**src/annp_pkg.sv**
```systemverilog
// annp_pkg: constants for the autonegotiation next-page register bank
// assumes 16-bit management registers reached at 5-bit register addresses
package annp_pkg;

    // register port widths
    localparam int unsigned ANNP_ADDR_W = 5;
    localparam int unsigned ANNP_DATA_W = 16;
    localparam int unsigned ANNP_CODE_W = 11;
    localparam int unsigned ANNP_IRQ_W  = 3;

    // register addresses
    localparam logic [4:0] ANNP_OFF_EXP    = 5'h06;
    localparam logic [4:0] ANNP_OFF_TXNP   = 5'h07;
    localparam logic [4:0] ANNP_OFF_LPNP   = 5'h08;
    localparam logic [4:0] ANNP_OFF_IRQ_ST = 5'h10;
    localparam logic [4:0] ANNP_OFF_IRQ_MK = 5'h11;

    // expansion register fields
    localparam int unsigned EXP_FAULT_B   = 4;
    localparam int unsigned EXP_LP_NP_B   = 3;
    localparam int unsigned EXP_LOC_NP_B  = 2;
    localparam int unsigned EXP_PAGE_B    = 1;
    localparam int unsigned EXP_LP_AN_B   = 0;
    localparam int unsigned EXP_RSV_LO_B  = 5;

    // next-page word fields, shared by transmit and partner registers
    localparam int unsigned NP_MORE_B   = 15;
    localparam int unsigned NP_ACK_B    = 14;
    localparam int unsigned NP_FMT_B    = 13;
    localparam int unsigned NP_ACK2_B   = 12;
    localparam int unsigned NP_TOGGLE_B = 11;
    localparam int unsigned NP_CODE_HI  = 10;

    // reset values
    localparam logic        RST_LOC_NP  = 1'b1;
    localparam logic        RST_TX_MORE = 1'b0;
    localparam logic        RST_TX_FMT  = 1'b1;
    localparam logic        RST_TX_ACK2 = 1'b0;
    localparam logic        RST_TOGGLE  = 1'b0;
    localparam logic [10:0] RST_TX_CODE = 11'h001;
    localparam logic [15:0] RST_LPNP    = 16'h0000;
    localparam logic [15:0] RST_RDATA   = 16'h0000;

    // interrupt status and mask bit positions
    localparam int unsigned IRQ_PAGE_B  = 0;
    localparam int unsigned IRQ_FAULT_B = 1;
    localparam int unsigned IRQ_SENT_B  = 2;
    localparam logic [2:0]  RST_IRQ     = 3'h0;

endpackage : annp_pkg

```
**src/annp_irq_if.sv**
```systemverilog
// annp_irq_if: event and register path between the bank and its irq unit
// assumes both ends run on the same clock and reset
`timescale 1ns/100ps
interface annp_irq_if;
    import annp_pkg::*;

    logic [ANNP_IRQ_W-1:0] event_set;  // one-cycle event pulses
    logic                  sts_wr;     // write-one-to-clear strobe
    logic                  msk_wr;     // mask write strobe
    logic [ANNP_IRQ_W-1:0] wdata;      // write data for either strobe
    logic [ANNP_IRQ_W-1:0] status;     // sticky status readback
    logic [ANNP_IRQ_W-1:0] mask;       // mask readback
    logic                  irq;        // registered interrupt level

    modport core (
        output event_set, sts_wr, msk_wr, wdata,
        input  status, mask, irq
    );
    modport ctrl (
        input  event_set, sts_wr, msk_wr, wdata,
        output status, mask, irq
    );
endinterface : annp_irq_if

```
**src/annp_regs.sv**
```systemverilog
// annp_regs: expansion, next-page transmit and partner next-page registers
// assumes the negotiation engine and management port share clk_i
//
// How it works
// the parallel-detection fault flag latches high on a fault and stays set until cleared, reading 0 after reset.
// the partner next-page ability bit mirrors the engine's indication, read-only, 0 at reset.
// the local next-page capability bit always reads 1, read-only.
// the page-received flag latches high on each new partner page and reads 0 otherwise, 0 at reset.
// the partner autonegotiation ability bit mirrors the engine's indication, read-only, 0 at reset.
// software writes the more-pages bit of the transmit page, which resets to 0.
// the transmit page format bit is writable and resets to 1, while bit 14 reads 0.
// the transmit comply bit is writable and resets to 0.
// the transmit toggle bit is read-only, flips after each page sent and resets to 0.
// the transmit message code field is writable and resets to 1.
// the partner more-pages bit is read-only, loaded from each received page, 0 at reset.
// the partner acknowledge bit is read-only, loaded from each received page, 0 at reset.
// the partner format and comply bits are loaded from received pages, writable, 0 at reset.
// the partner toggle is read-only and its code field is loaded from received pages and writable, 0 at reset.
// expansion bits 15 to 5 read as 0 and ignore writes.
// latching-high flags clear when the expansion register is read unless the event recurs.
//
// Decided for this implementation: strobed register access.
`timescale 1ns/100ps
module annp_regs
    import annp_pkg::*;
(
    // clock and reset
    input  wire logic                   clk_i,
    input  wire logic                   rst_n_i,
    // management register port
    input  wire logic [ANNP_ADDR_W-1:0] addr_i,
    input  wire logic [ANNP_DATA_W-1:0] wdata_i,
    input  wire logic                   wr_i,
    input  wire logic                   rd_i,
    output logic      [ANNP_DATA_W-1:0] rdata_o,
    // negotiation engine status
    input  wire logic                   par_fault_i,
    input  wire logic                   lp_np_able_i,
    input  wire logic                   lp_an_able_i,
    // received and transmitted pages
    input  wire logic                   page_rx_i,
    input  wire logic [ANNP_DATA_W-1:0] rx_page_i,
    input  wire logic                   tx_sent_i,
    output logic      [ANNP_DATA_W-1:0] tx_page_o,
    // interrupt
    output logic                        irq_o
);

    // address match used by every decode
    function automatic logic addr_hit(
        input logic [ANNP_ADDR_W-1:0] addr,
        input logic [ANNP_ADDR_W-1:0] off
    );
        addr_hit = (addr == off);
    endfunction : addr_hit

    // latching-high flags
    logic fault_q;
    logic fault_d;
    logic page_q;
    logic page_d;

    // transmit page fields
    logic                   tx_more_q;
    logic                   tx_fmt_q;
    logic                   tx_ack2_q;
    logic                   toggle_q;
    logic [ANNP_CODE_W-1:0] tx_code_q;

    // partner page and read data
    logic [ANNP_DATA_W-1:0] lp_q;
    logic [ANNP_DATA_W-1:0] lp_d;
    logic [ANNP_DATA_W-1:0] rdata_q;

    // decode wires
    logic                   exp_rd;
    logic                   tx_wr;
    logic                   lp_wr;
    logic                   st_wr;
    logic                   mk_wr;
    logic [ANNP_DATA_W-1:0] exp_val;
    logic [ANNP_DATA_W-1:0] tx_val;
    logic [ANNP_DATA_W-1:0] irq_st_val;
    logic [ANNP_DATA_W-1:0] irq_mk_val;
    logic [ANNP_DATA_W-1:0] rd_mux;
    logic [ANNP_DATA_W-1:0] lp_wmask;

    annp_irq_if irq_bus ();

    // access decode
    assign exp_rd = rd_i && addr_hit(addr_i, ANNP_OFF_EXP);
    assign tx_wr  = wr_i && addr_hit(addr_i, ANNP_OFF_TXNP);
    assign lp_wr  = wr_i && addr_hit(addr_i, ANNP_OFF_LPNP);
    assign st_wr  = wr_i && addr_hit(addr_i, ANNP_OFF_IRQ_ST);
    assign mk_wr  = wr_i && addr_hit(addr_i, ANNP_OFF_IRQ_MK);

    // latching flags: a new event outranks the read that clears
    assign fault_d = par_fault_i | (fault_q & ~exp_rd);
    assign page_d  = page_rx_i | (page_q & ~exp_rd);

    // flag flops
    always_ff @(posedge clk_i or negedge rst_n_i) begin
        if (!rst_n_i) begin
            fault_q <= 1'b0;
            page_q  <= 1'b0;
        end else begin
            fault_q <= fault_d;
            page_q  <= page_d;
        end
    end

    // expansion register image, upper bits reserved
    assign exp_val = {
        {(ANNP_DATA_W-EXP_RSV_LO_B){1'b0}},
        fault_q,
        lp_np_able_i,
        RST_LOC_NP,
        page_q,
        lp_an_able_i
    };

    // transmit page writable fields
    always_ff @(posedge clk_i or negedge rst_n_i) begin
        if (!rst_n_i) begin
            tx_more_q <= RST_TX_MORE;
            tx_fmt_q  <= RST_TX_FMT;
            tx_ack2_q <= RST_TX_ACK2;
            tx_code_q <= RST_TX_CODE;
        end else if (tx_wr) begin
            tx_more_q <= wdata_i[NP_MORE_B];
            tx_fmt_q  <= wdata_i[NP_FMT_B];
            tx_ack2_q <= wdata_i[NP_ACK2_B];
            tx_code_q <= wdata_i[NP_CODE_HI:0];
        end
    end

    // toggle flips once each time the engine sends a page
    always_ff @(posedge clk_i or negedge rst_n_i) begin
        if (!rst_n_i) begin
            toggle_q <= RST_TOGGLE;
        end else if (tx_sent_i) begin
            toggle_q <= ~toggle_q;
        end
    end

    // transmit page image, bit 14 reserved as zero
    assign tx_val = {tx_more_q, 1'b0, tx_fmt_q, tx_ack2_q,
                     toggle_q, tx_code_q};

    // partner page: received page wins over a software write
    assign lp_wmask = (16'h1 << NP_FMT_B) | (16'h1 << NP_ACK2_B)
                    | 16'h07FF;
    assign lp_d = page_rx_i ? rx_page_i
                : lp_wr     ? ((lp_q & ~lp_wmask)
                               | (wdata_i & lp_wmask))
                : lp_q;

    // partner page flop
    always_ff @(posedge clk_i or negedge rst_n_i) begin
        if (!rst_n_i) begin
            lp_q <= RST_LPNP;
        end else begin
            lp_q <= lp_d;
        end
    end

    // interrupt unit hookup
    assign irq_bus.event_set = {tx_sent_i, par_fault_i, page_rx_i};
    assign irq_bus.sts_wr    = st_wr;
    assign irq_bus.msk_wr    = mk_wr;
    assign irq_bus.wdata     = wdata_i[ANNP_IRQ_W-1:0];

    annp_irq_ctrl u_irq (
        .clk_i   (clk_i),
        .rst_n_i (rst_n_i),
        .bus     (irq_bus.ctrl)
    );

    assign irq_st_val = {{(ANNP_DATA_W-ANNP_IRQ_W){1'b0}}, irq_bus.status};
    assign irq_mk_val = {{(ANNP_DATA_W-ANNP_IRQ_W){1'b0}}, irq_bus.mask};

    // read selection, unmapped addresses read zero
    assign rd_mux =
        addr_hit(addr_i, ANNP_OFF_EXP)    ? exp_val    :
        addr_hit(addr_i, ANNP_OFF_TXNP)   ? tx_val     :
        addr_hit(addr_i, ANNP_OFF_LPNP)   ? lp_q       :
        addr_hit(addr_i, ANNP_OFF_IRQ_ST) ? irq_st_val :
        addr_hit(addr_i, ANNP_OFF_IRQ_MK) ? irq_mk_val :
        RST_RDATA;

    // read data stands only in the cycle after the strobe
    always_ff @(posedge clk_i or negedge rst_n_i) begin
        if (!rst_n_i) begin
            rdata_q <= RST_RDATA;
        end else begin
            rdata_q <= rd_i ? rd_mux : RST_RDATA;
        end
    end

    // outputs straight from flops
    assign rdata_o   = rdata_q;
    assign tx_page_o = tx_val;
    assign irq_o     = irq_bus.irq;
endmodule : annp_regs

```
**src/annp_irq_ctrl.sv**
```systemverilog
// annp_irq_ctrl: sticky event status, mask and one level interrupt
// assumes strobes come from logic on the same clock
`timescale 1ns/100ps
module annp_irq_ctrl
    import annp_pkg::*;
(
    // clock and reset
    input  wire logic clk_i,
    input  wire logic rst_n_i,
    // register side
    annp_irq_if.ctrl  bus
);

    logic [ANNP_IRQ_W-1:0] status_q;
    logic [ANNP_IRQ_W-1:0] status_d;
    logic [ANNP_IRQ_W-1:0] mask_q;
    logic [ANNP_IRQ_W-1:0] mask_d;
    logic [ANNP_IRQ_W-1:0] clr_bits;
    logic                  irq_q;

    // a new event wins over a clear in the same cycle
    assign clr_bits = bus.sts_wr ? bus.wdata : RST_IRQ;
    assign status_d = bus.event_set | (status_q & ~clr_bits);
    assign mask_d   = bus.msk_wr ? bus.wdata : mask_q;

    // status, mask and interrupt flops
    always_ff @(posedge clk_i or negedge rst_n_i) begin
        if (!rst_n_i) begin
            status_q <= RST_IRQ;
            mask_q   <= RST_IRQ;
            irq_q    <= 1'b0;
        end else begin
            status_q <= status_d;
            mask_q   <= mask_d;
            irq_q    <= |(status_d & mask_d);
        end
    end

    assign bus.status = status_q;
    assign bus.mask   = mask_q;
    assign bus.irq    = irq_q;

endmodule : annp_irq_ctrl

```
**config.mk**
```make
export PLATFORM = sky130hd
export DESIGN_NAME = annp_regs
export DESIGN_NICKNAME = d
export VERILOG_FILES = /design/src/annp_pkg.sv /design/src/annp_irq_if.sv /design/src/annp_regs.sv /design/src/annp_irq_ctrl.sv
export SDC_FILE = /design/constraint.sdc
export NUM_CORES = 1
export LEC_CHECK = 0
export ABC_AREA = 1
export BUFFER_PORTS_ARGS = -buffer_cell sky130_fd_sc_hd__buf_2
export CORE_MARGIN = 4
export CORE_UTILIZATION = 25
export CTS_CLUSTER_SIZE = 8
export DETAILED_ROUTE_END_ITERATION = 8
export SKIP_LAST_GASP = 1
export SYNTH_ARGS = -nofsm -noshare
export SYNTH_HDL_FRONTEND = slang
export SYNTH_SLANG_ARGS = --single-unit
```
**constraint.sdc**
```tcl
create_clock -name clk_i -period 1.4 [get_ports clk_i]
set_input_delay 0.28 -clock clk_i [delete_from_list [all_inputs] [get_ports clk_i]]
set_output_delay 0.28 -clock clk_i [all_outputs]
set_load 0.1 [all_outputs]
```
==> flow_summary.yaml <==
routing:
  drt_iter0_drc: 125
  wl_per_cell_um: 14.27
  drc: 0
  drt_first_pass_iters: 4
  drt-vias-per-instance: 4.468
  routed_wirelength_mm: 7.262
  vias: 2274
  ant_nets: 0
global_route:
  grt_overflow: 0
  grt_use_met2: 0.2211
  grt_pass1_vias: 2307
  grt_usage: 0.1259
  grt.busiest_layer: "met2"
  grt_pass1_wl_mm: 11.56
  antenna_found_initial: 1
  grtUsageMet1: 0.1533
  grt_max_degree: 57
  grt_use_met3: 0.03612
yosys:
  synth-edff-count: 0
  ys_ff_latch: 56
  syn_area_um2: 2562
  synthArstFlopShare: 1.000
  synth_area_per_cell_um2: 8.806
  syn_inst: 291
  synth_seq_area_share: 0.5479
  synth_nets: 337
  synth_common_cells: "77 x nand2_1, 54 x dfrtp_1, 31 x nand3_1"
  synth_area_leaders: "dfrtp_1 53%, nand2_1 11%, nand3_1 6.1%"
  yosysMostFrequentCell: "nand2_1"
  synth_cell_types: 27
  yosys_warnings: 0
  yosysTopAreaCellShare: 0.5273
  synth_top_cell_by_area: "dfrtp_1"
  synth_flop_cell: "dfrtp_1"
worst_setup_path:
  startpoint_type: "register"
  critPathTopFamily: "buffers and inverters"
  crit_slowest_cell: "buf_2"
  worstSetupPathType: "reg -> out"
  crit_buf_inv: 1
  worstPathArrival_ns: 1.09
  required_ns: 1.12
  rr_startpoint: "lp_q[2]"
  worstSetupStartpoint: "rdata_o[0]"
  slowest_delay_ns: 0.43
  cp-end-kind: "output port"
  worstPathCellList: "buf_2"
  crit_fanout: 1
sta:
  drv_slew: 0
  fmax_mhz: 728.6
  fin_crit_ns: 1.373
  rsz0062_at_grt: "false"
  finalSetupTns_ns: 0
  setup_viol: 0
  fin_crit_sh: 0.9804
  hold_viol: 0
  setup_slack_ns: 0.02745
  clock-skew-final_ns: 0.006599
clock_network:
  numClockSinks: 56
  clk-insertion-delay-late_ns: 0.30
  postCtsSetupBuffers: 0
  cts_htree_levels: 2
  clk_path_buf_depth: 2
  path_clk_slew_ns: 0.09
  cts_inserted_buffers: 5
  cts_tree: "yes"
  clock-root-buffer: "clkbuf_8"
finish:
  antenna_cells: 0
  fillCellCount: 1023
  finalNonFillerCells: 509
  area_growth_pct: 34.67
  drive_gt1_frac: 0.3059
  nets: 421
floorplanning:
  die_area_um2: 11930
  num_io_pins: 79
  die_y_um: 109.2
  row_count: 36
  dieWidth_um: 109.2
  start_util: 0.2598
  coreArea_um2: 9864
placement:
  hpwl_mm: 5.542
  dp.cells: 500
  numPortBuffers: 75
  routabilityCongestion: 0.8412
  place_worst_setup_slack_ns: 0.0005076
job:
  drv_cap: 0
hold_path:
  hp-class: "in -> reg"
  hold_start: "tx_sent_i"
outcome:
  outcome: "completed"
power_and_ir_drop:
  peakVddDrop_v: 0.0004607
  cellLeakagePower_nw: 1.709
  powerDensity_nw_per_um2: 1277
==> where the power goes <==
| group | switching, mW | internal, mW | total, mW |
|---|---|---|---|
| combinational | 1.11 | 0.488 | 1.60 |
| clock | 0.506 | 0.353 | 0.859 |
| sequential | 0.157 | 1.79 | 1.95 |
| total | 1.77 | 2.63 | 4.41 |
==> placed cells by master, fill, tap and decap left out <==
cell,n
nand2_1,77
buf_2,58
dfrtp_1,54
nand3_1,31
buf_4,22
inv_1,20
a21oi_1,20
nand4_1,16
buf_12,14
o21ai_0,12
nor2_1,10
o21ai_1,10
clkbuf_8,5
and3_1,3
o21ai_2,3
nor2_4,2
inv_2,2
nor2_8,2
a31oi_1,2
clkbuf_1,2
dfstp_2,2
nor2_2,1
nand3_2,1
nand3_4,1
nor3_1,1
xor2_1,1
conb_1,1
clkinv_2,1
dlygate4sd3_1,1
clkbuf_4,1
==> cells by family after synthesis <==
family	after synthesis	share of synthesized area
buf+inv	41	0.07617
simple gates	145	0.2739
other cells	1	0.001463
compound gates	47	0.09717
xor+xnor	1	0.003419
flops	56	0.5479
==> what timing repair did <==
item	CTS	global route
hold endpoints to repair	54	0
gates resized for setup	6	1
setup endpoints to repair	6	1
hold buffers	1	0
==> final timing paths <==
check | to | slack, ns | depth (start not counted)
max | rdata_o[0] | 0.03 | 1
min | toggle_q | 0.19 | 2
max reg2reg | rdata_o[2] | 0.50 | 3
min reg2reg | lp_q[3] | 0.49 | 2
max in group asynchronous | tx_code_q[0] | 0.60 | 3
min in group asynchronous | tx_code_q[7] | 0.49 | 3
==> cell type report <==
type                    instances  area, um2  area share
clock inverters                 1      5.005    0.001450
clock buffers                   7      76.32     0.02212
flip-flops and latches         56       1404      0.4068
inverters                      22      82.58     0.02393
multi-input cells             194      963.4      0.2792
repair buffers                 96      753.2      0.2183
well taps                     133      166.4     0.04822
==> per-stage QoR <==
| step | hold WS [ns] | instance area [um2] | utilization | power (mW) |
|---|---|---|---|---|
| 6_report | 0.1877 | 3451 | 0.3498 | 4.406 |
| 4_1_cts | 0.1785 | 3448 | 0.3496 | 4.459 |
| 3_5_place_dp | 0.3044 | 3342 | 0.3388 | 3.573 |
| 5_1_grt | 0.1845 | 3451 | 0.3498 | 4.607 |
| 3_3_place_gp | 0.3014 | 3342 | 0.3388 | 3.556 |
| 2_1_floorplan | -0.01559 | 2562 | - | 3.003 |
==> state kept, by name, indices dropped and copies added (netlist names) <==
name / flops
tx_ack2_q: 1
lp_q: 16
fault_q: 1
u_irq.bus.mask: 3
page_q: 1
tx_more_q: 1
tx_code_q: 11
tx_fmt_q: 1
toggle_q: 1
u_irq.bus.status: 3
u_irq.bus.irq: 1
rdata_o: 16
==> routing by layer <==
metal,part of all wire,routed length (um)
met3,0.072,526
met2,0.49,3571
met1,0.43,3092
met5,0.00096,7
met4,0.0090,65
(Power assumes the default switching activity.)
